[config.mk]
export PLATFORM = sky130hd
export DESIGN_NAME = asc_channel
export DESIGN_NICKNAME = d
export VERILOG_FILES = /design/src/asc_pkg.sv /design/src/asc_baud_if.sv /design/src/asc_baud_gen.sv /design/src/asc_channel.sv
export SDC_FILE = /design/constraint.sdc
export NUM_CORES = 1
export LEC_CHECK = 0
export ABC_AREA = 1
export BUFFER_PORTS_ARGS = -buffer_cell sky130_fd_sc_hd__clkbuf_2
export CAP_MARGIN = 20
export CORE_MARGIN = 4
export CORE_UTILIZATION = 50
export CTS_CLUSTER_SIZE = 28
export DETAILED_ROUTE_END_ITERATION = 8
export PLACE_DENSITY = 0.71
export REMOVE_ABC_BUFFERS = 1
export SLEW_MARGIN = 15
export SYNTH_ARGS = -nofsm -noshare
export SYNTH_HDL_FRONTEND = slang
export SYNTH_SLANG_ARGS = --single-unit
[constraint.sdc]
create_clock -name clock -period 5 [get_ports clock]
set_clock_uncertainty 0.1 [all_clocks]
set_input_delay 0.25 -clock clock [delete_from_list [all_inputs] [get_ports clock]]
set_output_delay 0.25 -clock clock [all_outputs]
set_load 0.02 [all_outputs]
[src/asc_pkg.sv]
// Constants, register map and types shared by the serial channel modules.
package asc_pkg;

   // Register indices on the plain register port.
   localparam int unsigned ASC_ADDR_W      = 3;
   localparam logic [2:0]  ASC_OFS_CONTROL = 3'h0;
   localparam logic [2:0]  ASC_OFS_MODE    = 3'h1;
   localparam logic [2:0]  ASC_OFS_DIVISOR = 3'h2;
   localparam logic [2:0]  ASC_OFS_ORDER   = 3'h3;
   localparam logic [2:0]  ASC_OFS_STATUS  = 3'h4;
   localparam logic [2:0]  ASC_OFS_TX_HOLD = 3'h5;
   localparam logic [2:0]  ASC_OFS_RX_HOLD = 3'h6;

   // serial_control fields.
   localparam int unsigned ASC_CTL_TIE   = 7;
   localparam int unsigned ASC_CTL_RIE   = 6;
   localparam int unsigned ASC_CTL_TE    = 5;
   localparam int unsigned ASC_CTL_RE    = 4;
   localparam int unsigned ASC_CTL_MULTIPROC_IRQ_EN  = 3;
   localparam int unsigned ASC_CTL_TX_DONE_IRQ_EN  = 2;

   // serial_mode fields.
   localparam int unsigned ASC_MOD_SYNC  = 7;
   localparam int unsigned ASC_MOD_CHR   = 6;
   localparam int unsigned ASC_MOD_PE    = 5;
   localparam int unsigned ASC_MOD_ODD   = 4;
   localparam int unsigned ASC_MOD_STOP  = 3;
   localparam int unsigned ASC_MOD_MP    = 2;
   localparam int unsigned ASC_MOD_CKS_L = 0;

   // bit_order_control field.
   localparam int unsigned ASC_ORD_MSB   = 3;

   // serial_status fields.
   localparam int unsigned ASC_STS_TDE   = 7;
   localparam int unsigned ASC_STS_RDF   = 6;
   localparam int unsigned ASC_STS_OVR   = 5;
   localparam int unsigned ASC_STS_FER   = 4;
   localparam int unsigned ASC_STS_PER   = 3;
   localparam int unsigned ASC_STS_TX_DONE_FLAG  = 2;
   localparam int unsigned ASC_STS_MPB   = 1;
   localparam int unsigned ASC_STS_MULTIPROC_TX_BIT  = 0;
   localparam logic [7:0]  ASC_STS_FLAGS = 8'hfc;

   // Reset values.
   localparam logic [7:0]  ASC_RST_ZERO    = 8'h00;
   localparam logic [7:0]  ASC_RST_DIVISOR = 8'hff;
   localparam logic [7:0]  ASC_RST_STATUS  = 8'h84;

   // Framing and timing.
   localparam int unsigned ASC_OVERSAMPLE = 16;
   localparam logic [3:0]  ASC_LEN7       = 4'h7;
   localparam logic [3:0]  ASC_LEN8       = 4'h8;
   localparam logic [5:0]  ASC_PRE_1      = 6'h00;
   localparam logic [5:0]  ASC_PRE_4      = 6'h03;
   localparam logic [5:0]  ASC_PRE_16     = 6'h0f;
   localparam logic [5:0]  ASC_PRE_64     = 6'h3f;

   typedef enum logic [1:0] {ASC_TX_IDLE, ASC_TX_SHIFT} asc_tx_state_t;
   typedef enum logic [1:0] {ASC_RX_IDLE, ASC_RX_START, ASC_RX_BITS} asc_rx_state_t;

   // Last count of the peripheral clock prescaler for each baud clock select.
   function automatic logic [5:0] asc_presc_last(input logic [1:0] sel);
      return (sel == 2'h0) ? ASC_PRE_1 : (sel == 2'h1) ? ASC_PRE_4 : (sel == 2'h2) ? ASC_PRE_16 : ASC_PRE_64;
   endfunction : asc_presc_last

endpackage : asc_pkg

[src/asc_baud_if.sv]
// Link between the channel core and its baud rate generator.
`timescale 1ns/1ps
interface asc_baud_if;
   logic       tick;
   logic [7:0] divisor;
   logic [1:0] clk_sel;
   logic       run;

   modport gen  (output tick, input divisor, input clk_sel, input run);
   modport user (input tick, output divisor, output clk_sel, output run);
endinterface : asc_baud_if

[src/asc_baud_gen.sv]
// Baud rate generator: prescaler and 8-bit divisor giving the oversampling tick.
`timescale 1ns/1ps
module asc_baud_gen
   import asc_pkg::*;
(
   input wire logic clock,
   input wire logic rst_n,
   asc_baud_if.gen  bif
);

   logic [5:0] pre_cnt_reg;
   logic [7:0] div_cnt_reg;
   logic       tick_reg;

   wire logic [5:0] pre_last = asc_presc_last(bif.clk_sel);
   wire logic       pre_hit  = (pre_cnt_reg == pre_last);
   wire logic       div_hit  = (div_cnt_reg == bif.divisor);

   // The tick rate is clock / (prescale * (divisor + 1)), so a divisor of 0 is legal.
   always_ff @(posedge clock or negedge rst_n) begin
      if (!rst_n) begin
         pre_cnt_reg <= 6'h00;
         div_cnt_reg <= 8'h00;
         tick_reg    <= 1'b0;
      end else if (!bif.run) begin
         pre_cnt_reg <= 6'h00;
         div_cnt_reg <= 8'h00;
         tick_reg    <= 1'b0;
      end else begin
         pre_cnt_reg <= pre_hit ? 6'h00 : pre_cnt_reg + 6'h01;
         if (pre_hit) begin
            div_cnt_reg <= div_hit ? 8'h00 : div_cnt_reg + 8'h01;
         end
         tick_reg <= pre_hit & div_hit;
      end
   end

   assign bif.tick = tick_reg;

endmodule : asc_baud_gen

[src/asc_channel.sv]
// One asynchronous serial channel: registers, transmitter and receiver.
`timescale 1ns/1ps

// Overview of operation
// Completed frame moves into receive holding register.
// Received character sets the receive-full flag.
// Software reads data, clears receive-full before next.
// Software writes transmit data, clears transmit-empty.
// Load into shifter sets transmit-empty, sends character.
// Status flags clear on written 0 only; the transmit-end flag also clears when a character loads into the shifter.
// Only hardware sets the status flags.
// Transmit interrupt enable gates transmit-empty request.
// Receive interrupt enable gates receive and error requests.
// Transmit-end interrupt enable gates transmit-end request.
// Transmitter runs only while transmit enable set.
// Receiver runs only while receive enable set.
// Multiprocessor interrupt enable needs async multiprocessor mode.
// Communication-mode bit zero selects asynchronous framing.
// Character-length bit zero gives eight data bits.
// Parity-enable zero omits parity bit and check.
// Parity sense picks odd or even when enabled.
// Stop-length zero means one stop bit.
// Multiprocessor-mode zero means no multiprocessor bit.
// Clock select 00 uses undivided peripheral clock.
// Eight-bit divisor sets the serial bit period.
// Bit 3 of bit order control selects MSB-first.
// Frame while receive-full set: overrun, character dropped.
// Low stop bit flags framing, mismatch flags parity.
// Transmit start, data, parity, then stop bits.
module asc_channel
   import asc_pkg::*;
#(
   parameter int unsigned OVERSAMPLE = ASC_OVERSAMPLE
)(
   input  wire logic                  clock,
   input  wire logic                  rst_n,
   input  wire logic [ASC_ADDR_W-1:0] reg_addr,
   input  wire logic [7:0]            reg_wdata,
   input  wire logic                  reg_wr,
   input  wire logic                  reg_rd,
   output logic      [7:0]            reg_rdata,
   input  wire logic                  serial_in_pin,
   output logic                       serial_out_pin,
   output logic                       tx_empty_irq,
   output logic                       rx_full_irq,
   output logic                       rx_error_irq,
   output logic                       tx_done_irq
);

   localparam int unsigned OS_W = $clog2(OVERSAMPLE);
   localparam logic [OS_W-1:0] OS_LAST = OS_W'(OVERSAMPLE - 1);
   localparam logic [OS_W-1:0] OS_MID  = OS_W'(OVERSAMPLE / 2 - 1);

   if (OVERSAMPLE < 4 || (OVERSAMPLE & (OVERSAMPLE - 1)) != 0) begin : g_bad_oversample
      $error("OVERSAMPLE must be a power of two of at least 4.");
   end

   // Places the data bits in line order: reversed when MSB-first, 7-bit data in the low bits.
   function automatic logic [7:0] order_bits(input logic [7:0] d, input logic seven, input logic msb);
      logic [7:0] r;
      r = 8'h00;
      for (int i = 0; i < 8; i++) begin
         if (seven) begin
            if (i < 7) r[i] = msb ? d[6-i] : d[i];
         end else begin
            r[i] = msb ? d[7-i] : d[i];
         end
      end
      return r;
   endfunction : order_bits

   // Parity bit for the character; even sense makes the count of ones even.
   function automatic logic data_parity(input logic [7:0] d, input logic seven, input logic odd);
      return (^(seven ? {1'b0, d[6:0]} : d)) ^ odd;
   endfunction : data_parity

   // ---------------------------------------------------------------- registers
   logic [7:0]    control_reg;
   logic [7:0]    mode_reg;
   logic [7:0]    divisor_reg;
   logic [7:0]    order_reg;
   logic [7:0]    status_reg;
   logic [7:0]    tx_holding_reg;
   logic [7:0]    rx_holding_reg;
   logic [7:0]    rdata_reg;
   logic          serial_out_reg;
   logic          tx_empty_irq_reg;
   logic          rx_full_irq_reg;
   logic          rx_error_irq_reg;
   logic          tx_done_irq_reg;

   asc_tx_state_t tx_state_reg;
   logic [11:0]   tx_shifter_reg;
   logic [3:0]    tx_left_reg;
   logic [OS_W-1:0] tx_os_reg;

   asc_rx_state_t rx_state_reg;
   logic [10:0]   rx_shifter_reg;
   logic [3:0]    rx_idx_reg;
   logic [OS_W-1:0] rx_os_reg;

   asc_baud_if bif ();

   // ---------------------------------------------------------------- decoding
   wire logic wr_control = reg_wr && (reg_addr == ASC_OFS_CONTROL);
   wire logic wr_mode    = reg_wr && (reg_addr == ASC_OFS_MODE);
   wire logic wr_divisor = reg_wr && (reg_addr == ASC_OFS_DIVISOR);
   wire logic wr_order   = reg_wr && (reg_addr == ASC_OFS_ORDER);
   wire logic wr_status  = reg_wr && (reg_addr == ASC_OFS_STATUS);
   wire logic wr_tx_hold = reg_wr && (reg_addr == ASC_OFS_TX_HOLD);

   wire logic tx_enable      = control_reg[ASC_CTL_TE];
   wire logic rx_enable      = control_reg[ASC_CTL_RE];
   wire logic sync_mode      = mode_reg[ASC_MOD_SYNC];
   wire logic seven          = mode_reg[ASC_MOD_CHR];
   wire logic parity_enable  = mode_reg[ASC_MOD_PE];
   wire logic parity_odd     = mode_reg[ASC_MOD_ODD];
   wire logic two_stop       = mode_reg[ASC_MOD_STOP];
   wire logic msb_first      = order_reg[ASC_ORD_MSB];

   // Parity takes the extra slot when both parity and multiprocessor mode are chosen.
   wire logic mp_active      = mode_reg[ASC_MOD_MP] & ~parity_enable & ~sync_mode;
   wire logic extra_slot     = parity_enable | mp_active;
   wire logic mp_filter      = control_reg[ASC_CTL_MULTIPROC_IRQ_EN] & mp_active;

   wire logic [3:0] n_data   = seven ? ASC_LEN7 : ASC_LEN8;
   wire logic [3:0] rx_last  = n_data + 4'(extra_slot);
   wire logic [3:0] tx_len   = n_data + 4'(extra_slot) + 4'h2 + 4'(two_stop);

   // Baud generator: clock select 00 means the peripheral clock feeds it undivided.
   assign bif.divisor = divisor_reg;
   assign bif.clk_sel = mode_reg[ASC_MOD_CKS_L +: 2];
   assign bif.run     = tx_enable | rx_enable;

   asc_baud_gen u_baud (
      .clock (clock),
      .rst_n (rst_n),
      .bif   (bif)
   );

   // ---------------------------------------------------------------- transmit path
   wire logic [7:0] tx_ordered = order_bits(tx_holding_reg, seven, msb_first);
   wire logic       tx_parity  = data_parity(tx_holding_reg, seven, parity_odd);
   wire logic       tx_extra   = parity_enable ? tx_parity : status_reg[ASC_STS_MULTIPROC_TX_BIT];

   // Line image sent LSB of the vector first: start, data, extra slot, stop bits.
   logic [11:0] tx_frame;
   always_comb begin
      tx_frame    = 12'hfff;
      tx_frame[0] = 1'b0;
      for (int i = 0; i < 8; i++) begin
         if (4'(i) < n_data) tx_frame[i+1] = tx_ordered[i];
      end
      if (extra_slot) tx_frame[n_data + 4'h1] = tx_extra;
   end

   // A character leaves holding only once software has cleared transmit-empty.
   wire logic tx_load   = tx_enable && (tx_state_reg == ASC_TX_IDLE) && !status_reg[ASC_STS_TDE];
   wire logic tx_bitend = (tx_state_reg == ASC_TX_SHIFT) && bif.tick && (tx_os_reg == OS_LAST);
   wire logic tx_finish = tx_bitend && (tx_left_reg == 4'h1);
   wire logic tx_done   = tx_finish && status_reg[ASC_STS_TDE];

   always_ff @(posedge clock or negedge rst_n) begin
      if (!rst_n) begin
         tx_state_reg   <= ASC_TX_IDLE;
         tx_shifter_reg <= 12'hfff;
         tx_left_reg    <= 4'h0;
         tx_os_reg      <= '0;
      end else if (!tx_enable) begin
         tx_state_reg   <= ASC_TX_IDLE;
         tx_shifter_reg <= 12'hfff;
      end else if (tx_load) begin
         tx_state_reg   <= ASC_TX_SHIFT;
         tx_shifter_reg <= tx_frame;
         tx_left_reg    <= tx_len;
         tx_os_reg      <= '0;
      end else if (tx_state_reg == ASC_TX_SHIFT && bif.tick) begin
         tx_os_reg <= tx_os_reg + 1'b1;
         if (tx_bitend) begin
            tx_shifter_reg <= {1'b1, tx_shifter_reg[11:1]};
            tx_left_reg    <= tx_left_reg - 4'h1;
            if (tx_finish) tx_state_reg <= ASC_TX_IDLE;
         end
      end
   end

   // ---------------------------------------------------------------- receive path
   wire logic rx_os_end  = bif.tick && (rx_os_reg == OS_LAST);
   wire logic rx_mid     = bif.tick && (rx_os_reg == OS_MID);
   wire logic rx_done    = (rx_state_reg == ASC_RX_BITS) && rx_os_end && (rx_idx_reg == rx_last);

   // The shifter is cleared at the start bit, so OR-ing in the newest sample is exact.
   wire logic [10:0] rx_bits     = rx_shifter_reg | (11'(serial_in_pin) << rx_idx_reg);
   wire logic [7:0]  rx_raw      = seven ? {1'b0, rx_bits[6:0]} : rx_bits[7:0];
   wire logic [7:0]  rx_data     = order_bits(rx_raw, seven, msb_first);
   wire logic        rx_extra    = rx_bits[n_data];
   wire logic        rx_stop     = rx_bits[rx_last];
   wire logic        parity_bad  = parity_enable && (rx_extra != data_parity(rx_raw, seven, parity_odd));

   // While waiting for an address frame, data frames are dropped without any flag.
   wire logic mp_drop    = mp_filter && !rx_extra;
   wire logic rx_accept  = rx_done && !mp_drop;
   wire logic rx_overrun = rx_accept && status_reg[ASC_STS_RDF];
   wire logic rx_store   = rx_accept && !status_reg[ASC_STS_RDF];
   wire logic mp_wake    = rx_store && mp_filter;

   always_ff @(posedge clock or negedge rst_n) begin
      if (!rst_n) begin
         rx_state_reg   <= ASC_RX_IDLE;
         rx_shifter_reg <= 11'h000;
         rx_idx_reg     <= 4'h0;
         rx_os_reg      <= '0;
      end else if (!rx_enable) begin
         rx_state_reg <= ASC_RX_IDLE;
      end else begin
         unique case (rx_state_reg)
            ASC_RX_IDLE: begin
               if (!serial_in_pin) begin
                  rx_state_reg <= ASC_RX_START;
                  rx_os_reg    <= '0;
               end
            end
            ASC_RX_START: begin
               if (rx_mid) begin
                  // A start bit that is high again at mid-bit was a glitch.
                  rx_state_reg   <= serial_in_pin ? ASC_RX_IDLE : ASC_RX_BITS;
                  rx_os_reg      <= '0;
                  rx_idx_reg     <= 4'h0;
                  rx_shifter_reg <= 11'h000;
               end else if (bif.tick) begin
                  rx_os_reg <= rx_os_reg + 1'b1;
               end
            end
            ASC_RX_BITS: begin
               if (bif.tick) begin
                  rx_os_reg <= rx_os_reg + 1'b1;
               end
               if (rx_os_end) begin
                  rx_shifter_reg <= rx_bits;
                  rx_idx_reg     <= rx_idx_reg + 4'h1;
                  // Only the first stop bit is checked, so two-stop frames rearm early.
                  if (rx_done) rx_state_reg <= ASC_RX_IDLE;
               end
            end
         endcase
      end
   end

   // ---------------------------------------------------------------- status
   // Hardware sets win over a software clear in the same cycle.
   wire logic [7:0] st_set =
      (8'(tx_load)                  << ASC_STS_TDE)   |
      (8'(rx_store)                 << ASC_STS_RDF)   |
      (8'(rx_overrun)               << ASC_STS_OVR)   |
      (8'(rx_store && !rx_stop)     << ASC_STS_FER)   |
      (8'(rx_store && parity_bad)   << ASC_STS_PER)   |
      (8'(tx_done)                  << ASC_STS_TX_DONE_FLAG);
   wire logic [7:0] st_clear  = wr_status ? (~reg_wdata & ASC_STS_FLAGS) : ASC_RST_ZERO;
   wire logic [7:0] st_keep   = tx_load ? ~(8'h01 << ASC_STS_TX_DONE_FLAG) : 8'hff;
   wire logic [7:0] st_flags  = (((status_reg & ~st_clear) & st_keep) | st_set) & ASC_STS_FLAGS;
   wire logic       mpb_next  = (rx_store && mp_active) ? rx_extra : status_reg[ASC_STS_MPB];
   wire logic       multiproc_tx_bit_next = wr_status ? reg_wdata[ASC_STS_MULTIPROC_TX_BIT] : status_reg[ASC_STS_MULTIPROC_TX_BIT];
   wire logic [7:0] status_next = st_flags | (8'(mpb_next) << ASC_STS_MPB) | (8'(multiproc_tx_bit_next) << ASC_STS_MULTIPROC_TX_BIT);

   // An accepted address frame ends the wait, overriding a same-cycle write.
   wire logic [7:0] control_wr   = wr_control ? reg_wdata : control_reg;
   wire logic [7:0] control_next = mp_wake ? (control_wr & ~(8'h01 << ASC_CTL_MULTIPROC_IRQ_EN)) : control_wr;

   // ---------------------------------------------------------------- read data
   wire logic [7:0] rd_mux =
      (reg_addr == ASC_OFS_CONTROL) ? control_reg    :
      (reg_addr == ASC_OFS_MODE)    ? mode_reg       :
      (reg_addr == ASC_OFS_DIVISOR) ? divisor_reg    :
      (reg_addr == ASC_OFS_ORDER)   ? order_reg      :
      (reg_addr == ASC_OFS_STATUS)  ? status_reg     :
      (reg_addr == ASC_OFS_TX_HOLD) ? tx_holding_reg :
      (reg_addr == ASC_OFS_RX_HOLD) ? rx_holding_reg : ASC_RST_ZERO;

   always_ff @(posedge clock or negedge rst_n) begin
      if (!rst_n) begin
         control_reg    <= ASC_RST_ZERO;
         mode_reg       <= ASC_RST_ZERO;
         divisor_reg    <= ASC_RST_DIVISOR;
         order_reg      <= ASC_RST_ZERO;
         status_reg     <= ASC_RST_STATUS;
         tx_holding_reg <= ASC_RST_ZERO;
         rx_holding_reg <= ASC_RST_ZERO;
         rdata_reg      <= ASC_RST_ZERO;
      end else begin
         control_reg <= control_next;
         status_reg  <= status_next;
         if (wr_mode)    mode_reg       <= reg_wdata;
         if (wr_divisor) divisor_reg    <= reg_wdata;
         if (wr_order)   order_reg      <= reg_wdata;
         if (wr_tx_hold) tx_holding_reg <= reg_wdata;
         if (rx_store)   rx_holding_reg <= rx_data;
         rdata_reg <= reg_rd ? rd_mux : ASC_RST_ZERO;
      end
   end

   // ---------------------------------------------------------------- pins and requests
   // Registered one cycle behind the shifter so the pin comes straight from a flip-flop.
   always_ff @(posedge clock or negedge rst_n) begin
      if (!rst_n) begin
         serial_out_reg   <= 1'b1;
         tx_empty_irq_reg <= 1'b0;
         rx_full_irq_reg  <= 1'b0;
         rx_error_irq_reg <= 1'b0;
         tx_done_irq_reg  <= 1'b0;
      end else begin
         serial_out_reg   <= (tx_state_reg == ASC_TX_SHIFT) ? tx_shifter_reg[0] : 1'b1;
         tx_empty_irq_reg <= control_reg[ASC_CTL_TIE]  & status_reg[ASC_STS_TDE];
         rx_full_irq_reg  <= control_reg[ASC_CTL_RIE]  & status_reg[ASC_STS_RDF];
         rx_error_irq_reg <= control_reg[ASC_CTL_RIE]  &
                             (status_reg[ASC_STS_OVR] | status_reg[ASC_STS_FER] | status_reg[ASC_STS_PER]);
         tx_done_irq_reg  <= control_reg[ASC_CTL_TX_DONE_IRQ_EN] & status_reg[ASC_STS_TX_DONE_FLAG];
      end
   end

   assign reg_rdata      = rdata_reg;
   assign serial_out_pin = serial_out_reg;
   assign tx_empty_irq   = tx_empty_irq_reg;
   assign rx_full_irq    = rx_full_irq_reg;
   assign rx_error_irq   = rx_error_irq_reg;
   assign tx_done_irq    = tx_done_irq_reg;

endmodule : asc_channel

==> reports/results.txt, run 1 <==
Outcome = finished clean
Xor/xnor share of the synthesized area = 2.37%
CTS root buffer = clkbuf_16
Reg2reg end = rx_holding_reg[1]$_DFFE_PN0P_
Yosys warns = 0
Critical Path End Type = flip-flop
Least-Margin Pin Slew = 0.632 ns
Antenna Cells = 0
Number of max-cap violations = 0
All-Layer GR Usage = 23.9%
CTS buffer count = 17
GPL Wtd Cong = 0.994
Post-route minimum period = 2.58 ns
Top Layer Used = met4
Pwr Density = 431 nW/um^2
Synth Instances = 830
Worst r2r path cells = 12
Worst r2r src = mode_reg[5]$_DFFE_PN0P_
H-tree depth = 4
Leak Pwr = 3.55 nW
Vias in the first global route = 5,531
Yosys top cell by area = dfrtp_1
Met2 WL = 7.89 mm
Vias/cell = 5.56
Setup-failing EPs final = 0
Synthesized cell area = 6650 sq um
CP startpoint kind = flip-flop
Simple-Gate Fraction of Synth Area = 21.8%
Core Util, Final = 58.9%
Combinational family with the most area after synthesis = simple AND/OR/NAND/NOR gates
Fin Hold WS = 0.00704 ns
Clock Latency Late Sink = 0.43 ns
EDFF count, synth = 0
Synth-to-Final Area Change = 13.5%
DP Wirelength = 12.3 mm
Synth cell count leaders = 182 x nand2_1, 102 x dfrtp_1, 100 x inv_1, 100 x o21ai_0, 54 x nor2_1
Fillers = 1,197
Die W = 123 microns
Die area = 15,200 sq um
Mean Syn Cell Area = 8.01 sq um
Post-CTS Setup Repair Bufs = 0
Nets@finish = 893
CTS Hold Bufs = 1
Grt total ovfl = 0
Hold_sp = reg_wdata[5]
PortBufs = 28
DR pass1 iterations = 5
M1 WL = 7.85 mm
Most common cell in the netlist = nand2_1
Net Sw Frac = 32.5%
Sum of negative setup slack = 0 ns
Vias = 5,824
Logic pwr share = 20.4%
Hold Path Class = input port to flip-flop
I/O Pins = 29
Proportion of layout cells with a drive suffix above 1 = 15.1%
Adder-Cell Fraction of Synth Area = 2.82%
Placed insts = 1,014
Maximum VDD drop = 0.000265 V
Net Sw Power = 0.00106 W
Deepest clock path buffer count = 2
Mux cell area share after synthesis = 0.151%
CP Cell Sequence = nor3_1, nor2_1, ha_1, inv_2, nand2_1, nand2_1, nor3_1, nand3_1, nor3_1, nand3_2, nand2_1, o21ai_1
WL/cell = 16.2 microns
Max Fclk = 0.388 GHz
Period Utilization, post-route = 51.6%
Seq pwr share = 40.4%
Crit path kind = flip-flop to flip-flop
Sequential-to-total area share from yosys stat = 46.7%
DR WL met3 = 981 microns
Post-CTS sizing = 0
Number of synthesized register bits = 123
FFs w/ async S/R, synth = 100%
Complex-gate fraction of the synthesized area = 18.3%
Top post-synthesis cells by area = dfrtp_1 38%, nand2_1 10%, dfstp_2 8.3%, o21ai_0 7.5%, inv_1 5.6%
Final ANT Viol Nets = 0
Worst Hold End = status_reg[5]$_DFF_PN0_
Final hold vios = 0
Worst Path Required = 5.20 ns
Clock Sink Count = 123
Cell variety after synth = 50
Reg-to-reg setup timing slack = 2.42 ns
Crit path depth = 12
Die outline height = 123 microns
CP max FO = 10
RSZ-0062 raised after global routing = no
Starting Density = 51.9%
Largest net degree at the start of global routing = 50
CTS tree = done
Peak per-stage delay on the critical path = 0.43 ns
Clock network power share = 39.2%
Final Non-Filler Cells = 1,047
Slowest-stage cell, CP = dfrtp_1
Buf/Inv on CP = 1
Critical path arrival = 2.78 ns
Number of remaining DRC errors = 0
Slew Limit Fails = 0
Slew HR = 57.9%
Int Power = 0.00220 W
Row count = 41
Delay-heaviest family, CP = simple AND/OR/NAND/NOR gates
Primary FF master, synth = dfrtp_1
Iteration-0 DRC Markers = 569
First-pass GRT wire length = 28.0 mm
Total routed wirelength = 17.0 mm
Synth top area share = 38.4%
Core Region = 12,800 sq um
Worst-path clk slew = 0.06 ns
Antenna violations before repair = 0
Cell depth of the worst hold path = 3
final cells by class:
class / instances / area, sq um / share of cell area [%]
Clock buffer: 18 / 439 / 5.82
Clock inverter: 14 / 170 / 2.25
Inverter: 115 / 432 / 5.72
Multi-Input combinational cell: 574 / 3020 / 40.0
Sequential cell: 123 / 3100 / 41.1
Tap cell: 172 / 215 / 2.85
Timing Repair Buffer: 31 / 168 / 2.22
metrics by stage:
stage	worst slack, ns	area, sq um	total power [W]
3_5_place_dp	2.47	6930	0.00198
3_3_place_gp	2.61	6930	0.00197
5_1_grt	2.05	7550	0.00343
2_1_floorplan	2.78	6560	0.00176
4_1_cts	2.47	7550	0.00325
6_report	2.42	7550	0.00325
layout by cell type, fill, tap and decap left out, types with 4 or more instances in the layout:
master and count:
ha_1 15, xor2_1 6, o221ai_1 5, nand2_2 9
nand4_1 9, dfrtp_1 102, inv_1 100, o21ai_2 4
nor2_1 54, o21ai_0 100, nand3_1 34, nor2_2 11
a31oi_1 8, nor3_1 13, dfstp_2 21, clkbuf_2 27
o22ai_1 14, a211oi_1 6, clkinvlp_4 4, nand3_2 5
clkbuf_16 17, xnor2_1 12, a21oi_1 32, o211ai_1 12
o21ai_1 12, inv_2 14, nor3b_1 4, nand2_1 182
worst min-delay path, delay by kind of cell:
family	cells	cell delay [ns]
compound gates	1	0.09
simple gates	1	0.07
buf+inv	1	0.09
routing by layer:
layer | vias up | track usage (%)
li1 | 2837 | -
met1 | 2774 | 33.1
met2 | 191 | 37.5
met3 | 22 | 6.08
met4 | 0 | 6.64
met5 | - | 0
how the worst max path moves through the flow:
stage,slack [ns],endpoint,startpoint
finish,2.42,rx_holding_reg[1]$_DFFE_PN0P_,mode_reg[5]$_DFFE_PN0P_
global route,2.05,rx_holding_reg[7]$_DFFE_PN0P_,mode_reg[5]$_DFFE_PN0P_
CTS,2.47,rx_holding_reg[1]$_DFFE_PN0P_,mode_reg[5]$_DFFE_PN0P_
detailed placement,2.47,rx_holding_reg[1]$_DFFE_PN0P_,mode_reg[5]$_DFFE_PN0P_
global placement,2.61,status_reg[1]$_DFFE_PN0P_,mode_reg[5]$_DFFE_PN0P_
floorplan,2.78,status_reg[1]$_DFFE_PN0P_,mode_reg[5]$_DFFE_PN0P_
cells by family after synthesis:
kind of cell / after synthesis
AND/OR/NAND/NOR: 330
adder cells (fa/ha/maj): 15
buffers and inverters: 133
AO/OA/AOI/OAI: 210
multiplexers: 1
XOR/XNOR: 18
flip-flops: 123
power by group through the flow:
stage / registers (W) / clock network [W] / logic (W)
final: 0.00131 / 0.00127 / 0.000664
after global routing: 0.00133 / 0.00134 / 0.000765
after global placement: 0.00132 / 0 / 0.000645
after floorplan: 0.00129 / 0 / 0.000476
after CTS: 0.00131 / 0.00128 / 0.000661
after detailed placement: 0.00132 / 0 / 0.000656
Note: power is estimated with default switching activity, not from simulation.
==> run 2: changes to the inputs <==
PLACE_DENSITY = 0.73   (was 0.71)
clock period = 2.1 ns   (was 5 ns; I/O delays follow)
==> run 2 against run 1 <==
Against the previous run:
- the run now ends with setup timing left
- utilization is 4.4 points higher
- via count rose by 4.6%
- die area is the same
- count of clock-buffer cells in the layout increased by 2
- sequential power grew 140%
- register-to-register slack got worse by 2.6 ns
- first-iteration DRC count grew 7.0%
- combinational power grew to 2.9 times the previous value
- critical path type unchanged
==> reports/results.txt, run 2 (same netlist as run 1, synthesis figures left out) <==
Outcome = finished with violations
Failing checks = setup timing
Crit path kind = flip-flop to flip-flop
GPL Wtd Cong = 0.941
Least-Margin Pin Slew = 0.503 ns
Total Power = 0.00799 W
I/O Pins = 29
Final ANT Viol Nets = 0
CTS root buffer = clkbuf_16
Vias = 6,091
H-tree depth = 4
Leak Pwr = 3.81 nW
Post-route minimum period = 2.31 ns
Max Fclk = 0.433 GHz
Setup-failing EPs final = 15
Proportion of layout cells with a drive suffix above 1 = 21.0%
All-Layer GR Usage = 24.6%
Slowest-stage cell, CP = dfrtp_1
Most frequent cells in the layout = 176 x nand2_1, 102 x dfrtp_1, 98 x inv_1
Slew HR = 66.4%
Core Region = 12,800 sq um
Number of max-cap violations = 0
Vias/cell = 5.55
Period Utilization, post-route = 110%
Final hold vios = 0
Core Util, Final = 63.2%
Area occupied by multi-input gates = 3170 sq um
Vias in the first global route = 5,809
DP Wirelength = 12.7 mm
Top cell by count, worst path = nand2_2
First-pass GRT wire length = 28.9 mm
Row count = 41
DR pass1 iterations = 5
Worst-path clk slew = 0.06 ns
Antenna violations before repair = 0
Nets@finish = 943
Buf/Inv on CP = 2
Most common cell after layout, fill and taps aside = nand2_1
Die outline height = 123 microns
Pwr Density = 986 nW/um^2
CTS buffer count = 17
Maximum VDD drop = 0.000554 V
Register area = 3100 sq um
Slew Limit Fails = 0
Hold Path Class = input port to async pin
Delay-heaviest family, CP = simple AND/OR/NAND/NOR gates
Critical Path End Type = flip-flop
Antenna Cells = 0
PortBufs = 28
RSZ-0062 raised after global routing = yes
Die W = 123 microns
Worst Path Required = 2.32 ns
Critical path arrival = 2.52 ns
Number of remaining DRC errors = 0
Starting Density = 51.9%
Largest net degree at the start of global routing = 43
Iteration-0 DRC Markers = 609
Sum of negative setup slack = -2.25 ns
Grt total ovfl = 0
Die area = 15,200 sq um
CTS tree = done
Deepest clock path buffer count = 2
Peak per-stage delay on the critical path = 0.36 ns
CP Cell Sequence = inv_2, nor3_4, nor2_4, ha_4, inv_2, nand2_2, nand2_2, nand3b_1, nor3_4, nand3_2, nor2_4, nand2_2, o21a_1
Clock Sink Count = 123
Final WS setup = -0.207 ns
Fillers = 1,123
CP max FO = 3
Total routed wirelength = 17.7 mm
CP startpoint kind = flip-flop
Synth-to-Final Area Change = 21.9%
WL/cell = 16.1 microns
Clock Latency Late Sink = 0.42 ns
## run 2: changes by cell type in the layout (fill, tap and decap cells not counted), sizes merged
| cell | change |
|---|---|
| clkinv | -1 |
| dlygate4sd3 | +9 |
| nand3 | +1 |
| buf | +40 |
| inv | -2 |
| clkbuf | +2 |
| clkinvlp | +1 |
## run 2: layer usage
layer / vias to the layer above / wire (microns) / share of wire (%) / GRT usage (%)
met5: - / 0 / 0 / 0
met4: 0 / 541 / 3.1 / 10.7
met3: 43 / 1130 / 6.4 / 5.40
met2: 214 / 8210 / 46 / 37.6
met1: 2898 / 7810 / 44 / 33.8
li1: 2936 / - / - / -
## run 2: cell type report
class	count	share of cell area, %
Multi-Input combinational cell	575	39.1
Sequential cell	123	38.3
Timing Repair Buffer	80	7.33
Clock buffer	20	5.38
Inverter	115	5.37
Tap cell	172	2.65
Clock inverter	12	1.84
## run 2: worst register-to-register path, cell delays in order, from the launching register on
cell and delay, ns:
dfrtp_1 0.36, inv_2 0.05, nor3_4 0.23, nor2_4 0.09, ha_4 0.29, inv_2 0.05, nand2_2 0.08, nand2_2 0.07
nand3b_1 0.20, nor3_4 0.18, nand3_2 0.17, nor2_4 0.17, nand2_2 0.07, o21a_1 0.10
## run 2: repair_timing
item,in CTS,in global routing
pin swaps,11,13
hold buffers,10,0
cloned,1,0
setup buffers,6,5
endpoints found under the hold margin,141,0
resized for setup,17,24
endpoints found under the setup margin,18,20
## run 2: final timing paths
kind | cells after the start | end | start | slack [ns]
setup / recovery | 13 | status_reg[1]$_DFFE_PN0P_ | mode_reg[2]$_DFFE_PN0P_ | -0.21
hold / removal | 2 | rx_shifter_reg[6]$_DFFE_PN0P_ | rst_n | 0.04
setup reg to reg | 13 | status_reg[1]$_DFFE_PN0P_ | mode_reg[2]$_DFFE_PN0P_ | -0.21
hold reg to reg | 1 | serial_out_pin$_DFF_PN1_ | tx_state_reg[0]$_DFFE_PN0P_ | 0.36
max in group asynchronous | 3 | tx_shifter_reg[4]$_DFFE_PN1P_ | rst_n | 1.16
min in group clock | 3 | bif.divisor[5]$_DFFE_PN1P_ | reg_wr | 0.09
## run 2: per-stage QoR
step | area, sq um | setup WS, ns | hold slack [ns] | instances
floorplan | 6560 | -0.123 | -0.291 | 812
global placement | 7180 | -0.159 | -0.0535 | 1044
detailed placement | 7180 | -0.213 | -0.0511 | 1044
CTS | 7980 | -0.159 | 0.0517 | 1093
global route | 8110 | -0.347 | 0.0771 | 1097
finish | 8110 | -0.207 | 0.0412 | 1097
## run 2: where the power goes
| group | leakage (nW) | internal, W | switching, W |
|---|---|---|---|
| Clock | 0.276 | 0.00186 | 0.00107 |
| Sequential | 1.58 | 0.00279 | 0.000329 |
| Combinational | 1.95 | 0.000777 | 0.00117 |
| Total | 3.81 | 0.00542 | 0.00257 |
==> run 3: changes to the inputs <==
==> constraint.sdc (replaced) <==
create_clock -name clock -period 2.1 [get_ports clock]
set_clock_uncertainty 0.1 [all_clocks]
set_input_delay 0.315 -clock clock [delete_from_list [all_inputs] [get_ports clock]]
set_output_delay 0.315 -clock clock [all_outputs]
set_load 0.02 [all_outputs]
==> run 3 against run 2 <==
Against the previous run:
- the flow still finishes with violations (setup timing)
- register-to-register slack gained 0.09 ns
- utilization fell by 0.87 points
- sequential share of layout area up 0.53 points
- critical path depth unchanged
- global-route usage hardly changed
- final cell count fell by 0.91%
- sequential power about the same
- first-iteration DRC count fell by 3.1%
- highest routed layer unchanged
==> reports/results.txt, run 3 (same netlist as run 1, synthesis figures left out) <==
Most common cell after layout, fill and taps aside = nand2_1
Total routed wirelength = 17.5 mm
H-tree depth = 4
Antenna Cells = 0
RSZ-0062 raised after global routing = yes
Critical path arrival = 2.42 ns
CTS tree = done
WL/cell = 16.1 microns
Nets@finish = 933
Vias = 6,027
CP startpoint kind = flip-flop
Final ANT Viol Nets = 0
Most frequent cells in the layout = 175 x nand2_1, 102 x dfrtp_1, 96 x inv_1, 96 x o21ai_0, 50 x nor2_1
Placed insts = 1,043
Area occupied by multi-input gates = 3170 sq um
Worst Path Required = 2.30 ns
Largest net degree at the start of global routing = 42
Period Utilization, post-route = 106%
Max Fclk = 0.451 GHz
Synth-to-Final Area Change = 20.3%
Die area = 15,200 sq um
Row count = 41
Maximum VDD drop = 0.000612 V
Register area = 3100 sq um
Final hold vios = 0
Number of remaining DRC errors = 0
Slew HR = 63.5%
Leak Pwr = 3.78 nW
Proportion of layout cells with a drive suffix above 1 = 21.4%
Vias in the first global route = 5,801
GPL Wtd Cong = 0.930
Worst-path clk slew = 0.05 ns
Crit path kind = flip-flop to flip-flop
Clock Latency Late Sink = 0.42 ns
Die W = 123 microns
CTS buffer count = 17
Critical Path End Type = flip-flop
Sum of negative setup slack = -0.581 ns
CP Cell Sequence = nor3_4, nor2_4, ha_4, inv_2, nand2_2, nand2_2, nand3b_1, nor3_2, nand3_2, inv_2, nand2_2, o211ai_1, inv_1
Pwr Density = 985 nW/um^2
Least-Margin Pin Slew = 0.545 ns
Slowest-stage cell, CP = dfrtp_1
PortBufs = 28
First-pass GRT wire length = 28.7 mm
Fillers = 1,095
Die outline height = 123 microns
I/O Pins = 29
DP Wirelength = 12.5 mm
Slew Limit Fails = 0
Hold Path Class = input port to flip-flop
Starting Density = 51.9%
All-Layer GR Usage = 24.6%
Failing checks = setup timing
CTS root buffer = clkbuf_16
Vias/cell = 5.54
Deepest clock path buffer count = 2
Top cell by count, worst path = nand2_2
Core Region = 12,800 sq um
Buf/Inv on CP = 3
DR pass1 iterations = 5
Number of max-cap violations = 0
Iteration-0 DRC Markers = 590
Post-route minimum period = 2.22 ns
Outcome = finished with violations
Clock Sink Count = 123
Peak per-stage delay on the critical path = 0.41 ns
Grt total ovfl = 0
Delay-heaviest family, CP = simple AND/OR/NAND/NOR gates
Final Non-Filler Cells = 1,087
CP max FO = 3
Setup-failing EPs final = 11
Final WS setup = -0.119 ns
Antenna violations before repair = 0
## run 3: changes by cell type in the layout (fill, tap and decap cells not counted), sizes merged
cell / previous run / this run
buf: 43 / 42
bufinv: 3 / 2
dlygate4sd3: 10 / 1
inv: 114 / 113
clkinvlp: 5 / 2
clkbuf: 47 / 52
## run 3: area by class of cell
type	count	area share, %
Inverter	115	5.48
Timing Repair Buffer	70	6.07
Clock buffer	25	6.20
Tap cell	172	2.69
Multi-Input combinational cell	575	39.7
Clock inverter	7	1.10
Sequential cell	123	38.8
## run 3: metrics by stage
| stage | instance area, sq um | setup slack [ns] | hold slack [ns] | total power (W) | util [%] |
|---|---|---|---|---|---|
| finish | 8000 | -0.119 | 0.0851 | 0.00788 | 62.4 |
| global route | 8000 | -0.273 | 0.0947 | 0.00829 | 62.4 |
| CTS | 7890 | -0.109 | 0.0771 | 0.00782 | 61.5 |
| detailed placement | 7170 | -0.259 | 0.134 | 0.00484 | 55.9 |
| global placement | 7170 | -0.133 | 0.133 | 0.00481 | 55.9 |
| floorplan | 6560 | -0.123 | -0.0806 | 0.00420 | - |
## run 3: path summary, 6_finish.rpt
kind | depth (start not counted) | from | slack, ns | to
setup / recovery | 13 | mode_reg[5]$_DFFE_PN0P_ | -0.12 | control_reg[3]$_DFFE_PN0P_
hold reg to reg | 1 | tx_state_reg[0]$_DFFE_PN0P_ | 0.37 | serial_out_pin$_DFF_PN1_
min in group asynchronous | 2 | rst_n | 0.24 | rx_idx_reg[2]$_DFFE_PN0P_
hold / removal | 3 | reg_wdata[5] | 0.09 | status_reg[5]$_DFF_PN0_
setup reg to reg | 13 | mode_reg[5]$_DFFE_PN0P_ | -0.12 | control_reg[3]$_DFFE_PN0P_
max in group asynchronous | 3 | rst_n | 1.08 | rx_error_irq$_DFF_PN0_
## run 3: worst reg2reg max path, stage by stage, from the launching register on
cell      delay [ns]
dfrtp_1         0.41
nor3_4          0.24
nor2_4          0.08
ha_4            0.28
inv_2           0.04
nand2_2         0.07
nand2_2         0.05
nand3b_1        0.16
nor3_2          0.23
nand3_2         0.14
inv_2           0.10
nand2_2         0.05
o211ai_1        0.09
inv_1           0.06
## run 3: report_power, final
part           switching (W)  internal [W]
clock                0.00102       0.00186
sequential          0.000325       0.00279
combinational        0.00115      0.000725
## run 3: routing by layer
| layer | GRT usage (%) | routed length [microns] | vias to the layer above |
|---|---|---|---|
| met4 | 11.1 | 508 | 0 |
| met1 | 33.2 | 7790 | 2863 |
| li1 | - | - | 2906 |
| met2 | 37.9 | 7990 | 219 |
| met3 | 5.67 | 1230 | 39 |
| met5 | 0 | 0 | - |
## run 3: timing repair
item	in CTS	in global routing
setup buffers	8	3
pin swaps	12	18
hold buffers	1	0
resized for setup	15	26
hold endpoints to repair	16	0
endpoints found under the setup margin	19	24
cloned	1	0
